## src/logic/gpio_pkg.sv

```systemverilog
// constants and carrier types of the gpio port function select block
package gpio_pkg;
  // ----------------------------------------
  // register byte addresses
  // ----------------------------------------
  localparam logic [31:0] ADDR_FN0 = 32'hFFFF0D00;
  localparam logic [31:0] ADDR_FN1 = 32'hFFFF0D04;
  localparam logic [31:0] ADDR_FN2 = 32'hFFFF0D08;
  localparam logic [31:0] ADDR_DAT0 = 32'hFFFF0D20;
  localparam logic [31:0] ADDR_SET0 = 32'hFFFF0D24;
  localparam logic [31:0] ADDR_CLR0 = 32'hFFFF0D28;
  localparam logic [31:0] ADDR_DAT1 = 32'hFFFF0D30;
  localparam logic [31:0] ADDR_SET1 = 32'hFFFF0D34;
  localparam logic [31:0] ADDR_CLR1 = 32'hFFFF0D38;
  localparam logic [31:0] ADDR_DAT2 = 32'hFFFF0D40;
  localparam logic [31:0] ADDR_SET2 = 32'hFFFF0D44;
  localparam logic [31:0] ADDR_CLR2 = 32'hFFFF0D48;
  // ----------------------------------------
  // reset values and writable masks
  // ----------------------------------------
  localparam logic [31:0] FN0_RESET = 32'h11100000;
  localparam logic [31:0] FN1_RESET = 32'h10000000;
  localparam logic [31:0] FN2_RESET = 32'h01000000;
  localparam logic [31:0] FN0_MASK = 32'h11111111;
  localparam logic [31:0] FN1_MASK = 32'h10000011;
  localparam logic [31:0] FN2_MASK = 32'h01110011;
  localparam logic [7:0] P0_MASK = 8'h7F;
  localparam logic [7:0] P1_MASK = 8'h03;
  localparam logic [7:0] P2_MASK = 8'h73;
  localparam logic [7:0] DAT_RESET = 8'h00;
  // ----------------------------------------
  // field positions
  // ----------------------------------------
  localparam int FN0_SS = 0;
  localparam int FN0_SCLK = 4;
  localparam int FN0_MISO = 8;
  localparam int FN0_MOSI = 12;
  localparam int FN0_CLKOUT = 16;
  localparam int FN0_HV_A = 20;
  localparam int FN0_HV_B = 24;
  localparam int FN1_RXD = 0;
  localparam int FN1_TXD = 4;
  localparam int FN2_LIN_READ = 0;
  localparam int FN2_LIN_DRIVE = 4;
  localparam int FN2_LIN_RX_ROUTE = 16;
  localparam int FN2_LIN_TX_ROUTE = 20;
  localparam int FN2_STI = 24;
  localparam int DAT_IN_LSB = 0;
  localparam int DAT_OUT_LSB = 8;
  localparam int DAT_DIR_LSB = 16;
  // ----------------------------------------
  // timing and bus answers
  // ----------------------------------------
  localparam int CLK_KHZ = 125000;
  localparam int CLKOUT_KHZ = 2560;
  localparam logic [16:0] CLKOUT_STEP = 17'(2 * CLKOUT_KHZ);
  localparam logic [16:0] CLKOUT_MOD = 17'(CLK_KHZ);
  localparam logic [1:0] RESP_OKAY = 2'b00;
  localparam logic [1:0] RESP_SLVERR = 2'b10;
  // ----------------------------------------
  // types
  // ----------------------------------------
  typedef struct packed {
    logic [8:0] value;
    logic [8:0] enable;
  } pin_drive_s;
  typedef enum logic [1:0] {BUS_IDLE = 2'b01, BUS_RESP = 2'b10} bus_state_e;
endpackage

```

## src/logic/gpio_port_function_select.sv

```systemverilog
// nine-pin gpio block with alternate function select and axi4-lite registers
//
// The AXI4-Lite slave port was left to the implementer.
`timescale 1ns/100ps
module gpio_port_function_select
  import gpio_pkg::*;
(
  input wire logic aclk,
  input wire logic aresetn,
  input wire logic ce,
  input wire logic [31:0] awaddr,
  input wire logic awvalid,
  output logic awready,
  input wire logic [31:0] wdata,
  input wire logic [3:0] wstrb,
  input wire logic wvalid,
  output logic wready,
  output logic [1:0] bresp,
  output logic bvalid,
  input wire logic bready,
  input wire logic [31:0] araddr,
  input wire logic arvalid,
  output logic arready,
  output logic [31:0] rdata,
  output logic [1:0] rresp,
  output logic rvalid,
  input wire logic rready,
  input wire logic [8:0] pin_in,
  output logic [8:0] pin_out,
  output logic [8:0] pin_oe,
  input wire gpio_pkg::pin_drive_s alt_drive,
  input wire logic power_down,
  output logic [3:0] ext_irq,
  output logic hv_line_a_out,
  output logic hv_line_a_oe,
  input wire logic hv_line_a_in,
  output logic hv_line_b_out,
  output logic hv_line_b_oe,
  input wire logic hv_line_b_in,
  input wire logic diag_readback_in,
  output logic lin_rx_route_en,
  input wire logic uart_tx_in,
  output logic lin_tx_data,
  input wire logic lin_pin_level,
  output logic lin_test_drive,
  output logic lin_test_drive_en,
  input wire logic sti_data_in,
  output logic serial_test_output
);
  import gpio_pkg::*;

  // ----------------------------------------
  // functions
  // ----------------------------------------
  function automatic logic [31:0] merge(input logic [31:0] old_v, input logic [31:0] new_v,
                                        input logic [3:0] strb);
    logic [31:0] res;
    res = old_v;
    for (int i = 0; i < 4; i++)
    begin
      if (strb[i])
        res[8*i +: 8] = new_v[8*i +: 8];
    end
    return res;
  endfunction

  function automatic logic mapped(input logic [31:0] a);
    return (a == ADDR_FN0) || (a == ADDR_FN1) || (a == ADDR_FN2) ||
           (a == ADDR_DAT0) || (a == ADDR_SET0) || (a == ADDR_CLR0) ||
           (a == ADDR_DAT1) || (a == ADDR_SET1) || (a == ADDR_CLR1) ||
           (a == ADDR_DAT2) || (a == ADDR_SET2) || (a == ADDR_CLR2);
  endfunction

  // ----------------------------------------
  // state
  // ----------------------------------------
  bus_state_e wr_state_reg, wr_state_next, rd_state_reg, rd_state_next;
  logic aw_have_reg, aw_have_next, w_have_reg, w_have_next;
  logic [31:0] awaddr_reg, awaddr_next, wdata_reg, wdata_next;
  logic [3:0] wstrb_reg, wstrb_next;
  logic [1:0] bresp_reg, bresp_next, rresp_reg, rresp_next;
  logic [31:0] rdata_reg, rdata_next;
  logic [31:0] fn0_reg, fn0_next, fn1_reg, fn1_next, fn2_reg, fn2_next;
  logic [7:0] dir_reg [3];
  logic [7:0] dir_next [3];
  logic [7:0] out_reg [3];
  logic [7:0] out_next [3];
  logic [16:0] clk_acc_reg, clk_acc_next;
  logic clkout_reg, clkout_next;
  pin_drive_s drive_reg, drive_next;
  logic [3:0] irq_reg, irq_next;
  logic [7:0] in_view [3];
  logic [31:0] w_addr, w_data;
  logic [3:0] w_strb;
  logic do_write;

  // ----------------------------------------
  // bus handshake
  // ----------------------------------------
  assign awready = ce && (wr_state_reg == BUS_IDLE) && !aw_have_reg;
  assign wready = ce && (wr_state_reg == BUS_IDLE) && !w_have_reg;
  assign arready = ce && (rd_state_reg == BUS_IDLE);
  assign bvalid = (wr_state_reg == BUS_RESP);
  assign rvalid = (rd_state_reg == BUS_RESP);
  assign bresp = bresp_reg;
  assign rresp = rresp_reg;
  assign rdata = rdata_reg;
  assign w_addr = aw_have_reg ? awaddr_reg : awaddr;
  assign w_data = w_have_reg ? wdata_reg : wdata;
  assign w_strb = w_have_reg ? wstrb_reg : wstrb;
  assign do_write = ce && (wr_state_reg == BUS_IDLE) && (aw_have_reg || awvalid) &&
                    (w_have_reg || wvalid);

  // ----------------------------------------
  // pin readback
  // ----------------------------------------
  // hv lines and pins 11..13 live inside the chip; only their values show here
  assign in_view[0] = {1'b0, hv_line_b_in, hv_line_a_in, pin_in[4:0]};
  assign in_view[1] = {6'h00, pin_in[6:5]};
  assign in_view[2] = {1'b0, out_reg[2][6:5], diag_readback_in, 2'b00, pin_in[8:7]};

  // ----------------------------------------
  // bus and registers next state
  // ----------------------------------------
  always_comb
  begin
    wr_state_next = wr_state_reg;
    rd_state_next = rd_state_reg;
    aw_have_next = aw_have_reg;
    w_have_next = w_have_reg;
    awaddr_next = awaddr_reg;
    wdata_next = wdata_reg;
    wstrb_next = wstrb_reg;
    bresp_next = bresp_reg;
    rresp_next = rresp_reg;
    rdata_next = rdata_reg;
    fn0_next = fn0_reg;
    fn1_next = fn1_reg;
    fn2_next = fn2_reg;
    dir_next = dir_reg;
    out_next = out_reg;
    if (ce)
    begin
      case (wr_state_reg)
        BUS_IDLE:
        begin
          if (do_write)
          begin
            aw_have_next = 1'b0;
            w_have_next = 1'b0;
            wr_state_next = BUS_RESP;
            bresp_next = mapped(w_addr) ? RESP_OKAY : RESP_SLVERR;
            case (w_addr)
              ADDR_FN0: fn0_next = merge(fn0_reg, w_data, w_strb) & FN0_MASK;
              ADDR_FN1: fn1_next = merge(fn1_reg, w_data, w_strb) & FN1_MASK;
              ADDR_FN2: fn2_next = merge(fn2_reg, w_data, w_strb) & FN2_MASK;
              default:
              begin
                for (int p = 0; p < 3; p++)
                begin
                  logic [7:0] pm;
                  logic [31:0] dat;
                  pm = (p == 0) ? P0_MASK : ((p == 1) ? P1_MASK : P2_MASK);
                  dat = merge({8'h00, dir_reg[p], out_reg[p], 8'h00}, w_data, w_strb);
                  if (w_addr == ADDR_DAT0 + 32'(p * 16))
                  begin
                    dir_next[p] = dat[DAT_DIR_LSB +: 8] & pm;
                    out_next[p] = dat[DAT_OUT_LSB +: 8] & pm;
                  end
                  if ((w_addr == ADDR_SET0 + 32'(p * 16)) && w_strb[0])
                    out_next[p] = out_reg[p] | (w_data[7:0] & pm);
                  if ((w_addr == ADDR_CLR0 + 32'(p * 16)) && w_strb[0])
                    out_next[p] = out_reg[p] & ~(w_data[7:0] & pm);
                end
              end
            endcase
          end
          else
          begin
            if (awvalid && !aw_have_reg)
            begin
              aw_have_next = 1'b1;
              awaddr_next = awaddr;
            end
            if (wvalid && !w_have_reg)
            begin
              w_have_next = 1'b1;
              wdata_next = wdata;
              wstrb_next = wstrb;
            end
          end
        end
        BUS_RESP:
        begin
          if (bready)
            wr_state_next = BUS_IDLE;
        end
        default: wr_state_next = BUS_IDLE;
      endcase
      case (rd_state_reg)
        BUS_IDLE:
        begin
          if (arvalid)
          begin
            rd_state_next = BUS_RESP;
            rresp_next = mapped(araddr) ? RESP_OKAY : RESP_SLVERR;
            rdata_next = 32'h00000000;
            case (araddr)
              ADDR_FN0: rdata_next = fn0_reg;
              ADDR_FN1: rdata_next = fn1_reg;
              ADDR_FN2: rdata_next = fn2_reg;
              ADDR_DAT0: rdata_next = {8'h00, dir_reg[0], out_reg[0], in_view[0]};
              ADDR_DAT1: rdata_next = {8'h00, dir_reg[1], out_reg[1], in_view[1]};
              ADDR_DAT2: rdata_next = {8'h00, dir_reg[2], out_reg[2], in_view[2]};
              default: rdata_next = 32'h00000000;
            endcase
          end
        end
        BUS_RESP:
        begin
          if (rready)
            rd_state_next = BUS_IDLE;
        end
        default: rd_state_next = BUS_IDLE;
      endcase
    end
  end

  // ----------------------------------------
  // pin functions next state
  // ----------------------------------------
  always_comb
  begin
    pin_drive_s d;
    d.value = 9'h000;
    d.enable = 9'h000;
    clk_acc_next = clk_acc_reg;
    clkout_next = clkout_reg;
    // fractional step: 125 MHz is no whole multiple of the clock out, so edges jitter one cycle
    if (clk_acc_reg + CLKOUT_STEP >= CLKOUT_MOD)
    begin
      clk_acc_next = clk_acc_reg + CLKOUT_STEP - CLKOUT_MOD;
      clkout_next = !clkout_reg;
    end
    else
      clk_acc_next = clk_acc_reg + CLKOUT_STEP;
    // gpio view first, alternates override below
    for (int i = 0; i < 5; i++)
    begin
      d.value[i] = out_reg[0][i];
      d.enable[i] = dir_reg[0][i];
    end
    for (int i = 0; i < 2; i++)
    begin
      d.value[5 + i] = out_reg[1][i];
      d.enable[5 + i] = dir_reg[1][i];
      d.value[7 + i] = out_reg[2][i];
      d.enable[7 + i] = dir_reg[2][i];
    end
    if (fn0_reg[FN0_SS])
    begin
      d.value[0] = alt_drive.value[0];
      d.enable[0] = alt_drive.enable[0];
    end
    if (fn0_reg[FN0_SCLK])
    begin
      d.value[1] = alt_drive.value[1];
      d.enable[1] = alt_drive.enable[1];
    end
    if (fn0_reg[FN0_MISO])
    begin
      d.value[2] = alt_drive.value[2];
      d.enable[2] = alt_drive.enable[2];
    end
    if (fn0_reg[FN0_MOSI])
    begin
      d.value[3] = alt_drive.value[3];
      d.enable[3] = alt_drive.enable[3];
    end
    if (fn0_reg[FN0_CLKOUT])
    begin
      d.value[4] = clkout_reg;
      d.enable[4] = 1'b1;
    end
    if (fn1_reg[FN1_RXD])
    begin
      d.value[5] = alt_drive.value[5];
      d.enable[5] = alt_drive.enable[5];
    end
    if (fn1_reg[FN1_TXD])
    begin
      d.value[6] = alt_drive.value[6];
      d.enable[6] = alt_drive.enable[6];
    end
    if (fn2_reg[FN2_LIN_READ])
    begin
      d.value[7] = lin_pin_level;
      d.enable[7] = 1'b1;
    end
    if (fn2_reg[FN2_LIN_DRIVE])
      d.enable[8] = 1'b0;
    // power-down freezes the pins at their last driven level
    drive_next = power_down ? drive_reg : d;
    // pin samples pass through unlatched; one flop of delay only
    irq_next = {pin_in[8], pin_in[7], pin_in[5], pin_in[0]};
  end

  // ----------------------------------------
  // registers
  // ----------------------------------------
  always_ff @(posedge aclk)
  begin
    if (!aresetn)
    begin
      wr_state_reg <= BUS_IDLE;
      rd_state_reg <= BUS_IDLE;
      aw_have_reg <= 1'b0;
      w_have_reg <= 1'b0;
      awaddr_reg <= 32'h00000000;
      wdata_reg <= 32'h00000000;
      wstrb_reg <= 4'h0;
      bresp_reg <= RESP_OKAY;
      rresp_reg <= RESP_OKAY;
      rdata_reg <= 32'h00000000;
      fn0_reg <= FN0_RESET;
      fn1_reg <= FN1_RESET;
      fn2_reg <= FN2_RESET;
      for (int p = 0; p < 3; p++)
      begin
        dir_reg[p] <= DAT_RESET;
        out_reg[p] <= DAT_RESET;
      end
      clk_acc_reg <= 17'h00000;
      clkout_reg <= 1'b0;
      drive_reg <= '0;
      irq_reg <= 4'h0;
    end
    else if (ce)
    begin
      wr_state_reg <= wr_state_next;
      rd_state_reg <= rd_state_next;
      aw_have_reg <= aw_have_next;
      w_have_reg <= w_have_next;
      awaddr_reg <= awaddr_next;
      wdata_reg <= wdata_next;
      wstrb_reg <= wstrb_next;
      bresp_reg <= bresp_next;
      rresp_reg <= rresp_next;
      rdata_reg <= rdata_next;
      fn0_reg <= fn0_next;
      fn1_reg <= fn1_next;
      fn2_reg <= fn2_next;
      dir_reg <= dir_next;
      out_reg <= out_next;
      clk_acc_reg <= clk_acc_next;
      clkout_reg <= clkout_next;
      drive_reg <= drive_next;
      irq_reg <= irq_next;
    end
  end

  // ----------------------------------------
  // outputs
  // ----------------------------------------
  assign pin_out = drive_reg.value;
  assign pin_oe = drive_reg.enable;
  assign ext_irq = irq_reg;
  assign hv_line_a_out = out_reg[0][5];
  assign hv_line_a_oe = fn0_reg[FN0_HV_A] && dir_reg[0][5];
  assign hv_line_b_out = out_reg[0][6];
  assign hv_line_b_oe = fn0_reg[FN0_HV_B] && dir_reg[0][6];
  assign lin_rx_route_en = fn2_reg[FN2_LIN_RX_ROUTE];
  assign lin_tx_data = fn2_reg[FN2_LIN_TX_ROUTE] ? uart_tx_in : out_reg[2][5];
  assign lin_test_drive = pin_in[8];
  assign lin_test_drive_en = fn2_reg[FN2_LIN_DRIVE];
  assign serial_test_output = fn2_reg[FN2_STI] ? sti_data_in : out_reg[2][6];
endmodule

```

## config.mk

```make
export PLATFORM = sky130hd
export DESIGN_NAME = gpio_port_function_select
export DESIGN_NICKNAME = d
export VERILOG_FILES = /design/src/logic/gpio_pkg.sv /design/src/logic/gpio_port_function_select.sv
export SDC_FILE = /design/constraint.sdc
export NUM_CORES = 1
export LEC_CHECK = 0
export BUFFER_PORTS_ARGS = -buffer_cell sky130_fd_sc_hd__buf_2
export CORE_ASPECT_RATIO = 1.5
export CORE_MARGIN = 2
export CORE_UTILIZATION = 58
export DETAILED_ROUTE_END_ITERATION = 8
export PLACE_DENSITY = 0.93
export SLEW_MARGIN = 20
export SYNTH_ARGS = -nofsm -noshare
export SYNTH_HDL_FRONTEND = slang
export SYNTH_SLANG_ARGS = --single-unit
```

## constraint.sdc

```tcl
create_clock -name aclk -period 7.1 [get_ports aclk]
set_input_delay 1.065 -clock aclk [delete_from_list [all_inputs] [get_ports aclk]]
set_output_delay 1.065 -clock aclk [all_outputs]
set_load 0.02 [all_outputs]
```

Word-level counts from Yosys, hierarchy flattened
Index checks and enable logic that the tools add are counted.
- RAM bits: 0
- bits in latches: 0
- output and inout bits: 72
- input bits: 142
- bits in registers: 201
- memories kept: 0
- memory bits (read-only): 0
- logic and storage cells: 208
- bitwise operators: 12
- shift operators: 0
- divide/modulo/power cells: 0
- reduce and logical (&&, ||, !) cells: 80
- magnitude comparators: 1
- multipliers: 0
- eq/ne operators: 32
- multiplexer cells: 48
- add/sub/neg operators: 2
- operator list (cell ; number):
    equality test 32 bit, second input constant ; 24
    one-hot mux 29 bit (6 select lines) ; 1
    two-way mux 8 bit ; 9
    AND reduction 5 bit ; 12
    AND reduction 6 bit ; 6
    two-way mux 32 bit ; 1
    two-way mux 29 bit ; 1
    bitwise AND 8 bit ; 3
    logical OR 1 bit ; 24
    two-way mux 1 bit ; 23
    AND reduction 3 bit ; 6
    nonzero test 3 bit ; 6
    adder 17 x 13 -> 17 bit, second input constant ; 1
    >= comparator 17 bit, second input constant ; 1
    two-way mux 17 bit ; 1
    subtractor 17 bit, second input constant ; 1
    logical AND 1 bit ; 16
    inverter 7 -> 8 bit ; 2
    OR 8 x 7 -> 8 bit ; 2
    two-way mux 2 bit ; 7
    two-way mux 7 bit ; 2
    inverter 2 -> 8 bit ; 1
    OR 8 x 2 -> 8 bit ; 1
    one-hot mux 2 bit (2 select lines) ; 2
    11 further kinds ; 22

Longest topological paths before layout
- word-level depth: 14
- depth in mapped cells: 9
- depth with buffers taken out: 8

Worst setup path before layout
OpenSTA, ideal clock, no wires.
- path kind: input to register
- start: in araddr[13]
- end: reg rdata_reg[14] (netlist: rdata[14])
- data required time: 7.033 ns
- library setup time: 0.067 ns
- slack: 3.780 ns
- buffers on the path: 1
- data arrival time: 3.252 ns
- stages on the path: 7
- cells stage by stage: or4_1 -> or4_4 -> or4_4 -> nor3_4 -> buf_6 -> a22oi_1 -> o21ai_2
- cells in the longest elaborated chain, start to end: 2
- elaborated cells between the ends (all ways): 7
- those cells by class: 6 x eq/ne; 1 x mux
- ends and longest elaborated chain (item ; line ; text):
    start, declared ; gpio_port_function_select.sv:21 ; input wire logic [31:0] araddr,
    equality test 32 bit ; gpio_port_function_select.sv:208 ; case (araddr)
    one-hot mux 29 bit (6 select lines) (*) ; gpio_port_function_select.sv:208 ;
    end signal, assigned ; gpio_port_function_select.sv:349 ; rdata_reg <= rdata_next;
    end, declared ; gpio_port_function_select.sv:82 ; logic [31:0] rdata_reg, rdata_next;
Mark *: on every way between the ends. The rest lies on a longest branch, timed or not.
A chain may end at the register's enable or synchronous reset.

Worst setup path in the final report
- start: in aresetn
- end: reg fn1_reg[28]
- RTL lines (item ; line ; text):
    start, declared ; gpio_port_function_select.sv:9 ; input wire logic aresetn,
    end signal, assigned ; gpio_port_function_select.sv:351 ; fn1_reg <= fn1_next;
    end, declared ; gpio_port_function_select.sv:83 ; logic [31:0] fn0_reg, fn0_next, fn1_reg, fn1_next, fn2_reg, fn2_next;
No word-level cell between the ends.

==> flow_metrics.env <==
export IMPL_status="complete, no violations"
export IMPL_port_buffers=188
export IMPL_synthArstFlopShare=0
export IMPL_drt_initial_drc_count=992
export IMPL_cpMaxStageDelayCell="clkinv_2"
export IMPL_wl_um=25750
export IMPL_p_sw_frac=0.2636
export IMPL_rsz0062_at_grt="false"
export IMPL_tightest_slew_ns=1.091
export IMPL_place_gp_congestion=0.9089
export IMPL_timing_worst_setup_path_type="primary input to register"
export IMPL_synth_main_ff_cell="dfxtp_1"
export IMPL_slew_limit_headroom=0.2729
export IMPL_cp_arrival_ns=3.95
export IMPL_fp_row_count=54
export IMPL_die_width_um=103.1
export IMPL_ys_ff_latch=172
export IMPL_dieArea_mm2=0.01574
export IMPL_netlist_instances=1024
export IMPL_cts_tree="built"
export IMPL_io_pins=214
export IMPL_holdWs_ns=0.4493
export IMPL_final_cell_mix="buf_2, nand2_1, dfxtp_1"
export IMPL_fmax_mhz=274.8
export IMPL_syn_to_final_growth_pct=19.07
export IMPL_vias_per_cell=6.307
export IMPL_finalCritPeriodShare=0.5125
export IMPL_fillers=1073
export IMPL_vias=8767
export IMPL_avgRoutedWirePerCell_um=18.52
export IMPL_crit_fanout=69
export IMPL_largest_reg_flops=32
export IMPL_cts_htree_levels=4
export IMPL_worstSetupStartpointType="primary input"
export IMPL_first_pass_iters=8
export IMPL_grt_max_degree=70
export IMPL_grtUsageTotal=0.3270
export IMPL_holdCritPathClass="register to register"
export IMPL_setup_violations_final=0
export IMPL_mappedNetlistArea_mm2=0.008544
export IMPL_layout_commonest_cell="buf_2"
export IMPL_syn_avg_cell_area_um2=8.344
export IMPL_worstSetupEndpointType="register"
export IMPL_grt_first_pass_wirelength_um=40780
export IMPL_finClkSkew_ns=0.01198
export IMPL_cts_root_buffer="clkbuf_16"
export IMPL_ys_seq_area_frac=0.4030
export IMPL_finalPower_mw=2.287
export IMPL_cts_resized_gates=0
export IMPL_power_frac_clock=0.443
export IMPL_seq_area_mm2=0.003443
export IMPL_ys_warn_count=0
export IMPL_nNetsFinal=1327
export IMPL_final_cell_area_mm2=0.01017
export IMPL_die_height_um=152.7
export IMPL_postRouteAntennaNets=0
export IMPL_synth_cell_types=78
export IMPL_clk_path_buf_depth=2
export IMPL_slew_viol_final=0
export IMPL_power_density_mw_per_mm2=224.8
export IMPL_p_sw_mw=0.6030
export IMPL_clock_latency_ns=0.43
export IMPL_hold_viol=0
export IMPL_dp_hpwl_um=17490
export IMPL_cts_sink_count=172
export IMPL_initial_core_util=0.5909
export IMPL_core_mm2=0.01446
export IMPL_crit_path_max_incr_delay_ns=0.97
export IMPL_finalSetupTns_ns=0
export IMPL_fin_ws_ns=3.461
export IMPL_leakagePower_nw=3.823
export IMPL_grt_pass1_vias=8320
export IMPL_grt_antenna_before_repair=1
export IMPL_cts_buffers_inserted=17
export IMPL_seqPwrFrac=0.441
export IMPL_clk_pin_slew_ns=0.07
export IMPL_synth_edf_count=0
export IMPL_dpl_cell_area_mm2=0.009523
export IMPL_route_detailed_drc=0
export IMPL_required_ns=7.41
export IMPL_fin_crit_ns=3.639
export IMPL_hold_buffers=0
export IMPL_overflow=0
export IMPL_cp_top_family="buffers and inverters"
export IMPL_drive_gt1_frac=0.2397
export IMPL_power_frac_comb=0.116
export IMPL_p_int_mw=1.684
export IMPL_cts_setup_buffers=0
export IMPL_irDropWorstVdd_mv=0.2018
export IMPL_crit_chain="buf_2 > clkinv_2 > buf_4 > o41a_1"
export IMPL_maxCapViolations=0
export IMPL_crit_buf_inv=3
export IMPL_dp_slack_ns=3.108
export IMPL_multi_input_area_mm2=0.004783
[layer usage]
| layer | GRT usage | wire length [um] | vias up |
|---|---|---|---|
| met4 | 0.2112 | 1500 | 0 |
| met1 | 0.3675 | 9109 | 4020 |
| met5 | 0 | 0 | - |
| met3 | 0.08165 | 2414 | 138 |
| li1 | - | - | 4030 |
| met2 | 0.5368 | 12730 | 579 |
[worst register-to-register path: stages, from the launching register on]
cell and delay (ns):
dfxtp_1 0.32, buf_4 0.29, or3b_2 0.55, a211oi_1 0.71
o21a_1 0.35, nand4b_1 0.39, o21ba_2 0.35, a311oi_1 0.23
[final timing paths]
check / start / end / slack [ns] / cells past startpoint
max: aresetn / fn1_reg[28] / 3.46 / 4
min: rdata[6] / rdata[6] / 0.45 / 2
max reg2reg: aw_have_reg / out_reg[16] / 3.82 / 7
min reg2reg: rdata[6] / rdata[6] / 0.45 / 2
[final cells by class]
class	count	area share
clock inverter	14	0.02042
tap	196	0.02411
timing repair buffer	197	0.09913
inverter	14	0.005288
clock buffer	18	0.04218
antenna	1	0.0002460
sequential	172	0.3385
multi-input combinational	778	0.4702
[logic make-up after synthesis]
kind of cell / share of synthesized area
AO/OA/AOI/OAI: 0.2000
flip-flops: 0.4030
AND/OR/NAND/NOR: 0.2339
XOR/XNOR: 0.008201
multiplexers: 0.1038
buffers and inverters: 0.04334
other: 0.0004389
adder cells (fa/ha/maj): 0.007322
[Yosys cell counts, types with 13 or more instances]
master,n,area share
nor4_1,15,0.011
mux2_2,21,0.028
nand3_1,19,0.011
clkbuf_1,46,0.020
a211oi_1,28,0.025
nand4_1,13,0.0095
a21oi_1,95,0.056
o21ai_0,40,0.023
nor2_1,83,0.036
dfxtp_1,172,0.40
nand2_1,179,0.079
mux2i_1,65,0.076
inv_1,13,0.0057
[power by group through the flow]
stage	sequential, mW	combinational, mW	clock [mW]
finish	1.01	0.265	1.01
global route	1.01	0.287	1.05
CTS	1.01	0.258	1.01
detailed placement	1.03	0.254	0
global placement	1.03	0.249	0
floorplan	1.04	0.157	0
[metrics by stage]
step           std cells  utilization
2_1_floorplan       1033            -
6_report            1390       0.7036
4_1_cts             1389       0.7027
3_3_place_gp        1357       0.6586
3_5_place_dp        1357       0.6586
5_1_grt             1390       0.7036
Note: power is estimated with default switching activity, not from simulation.
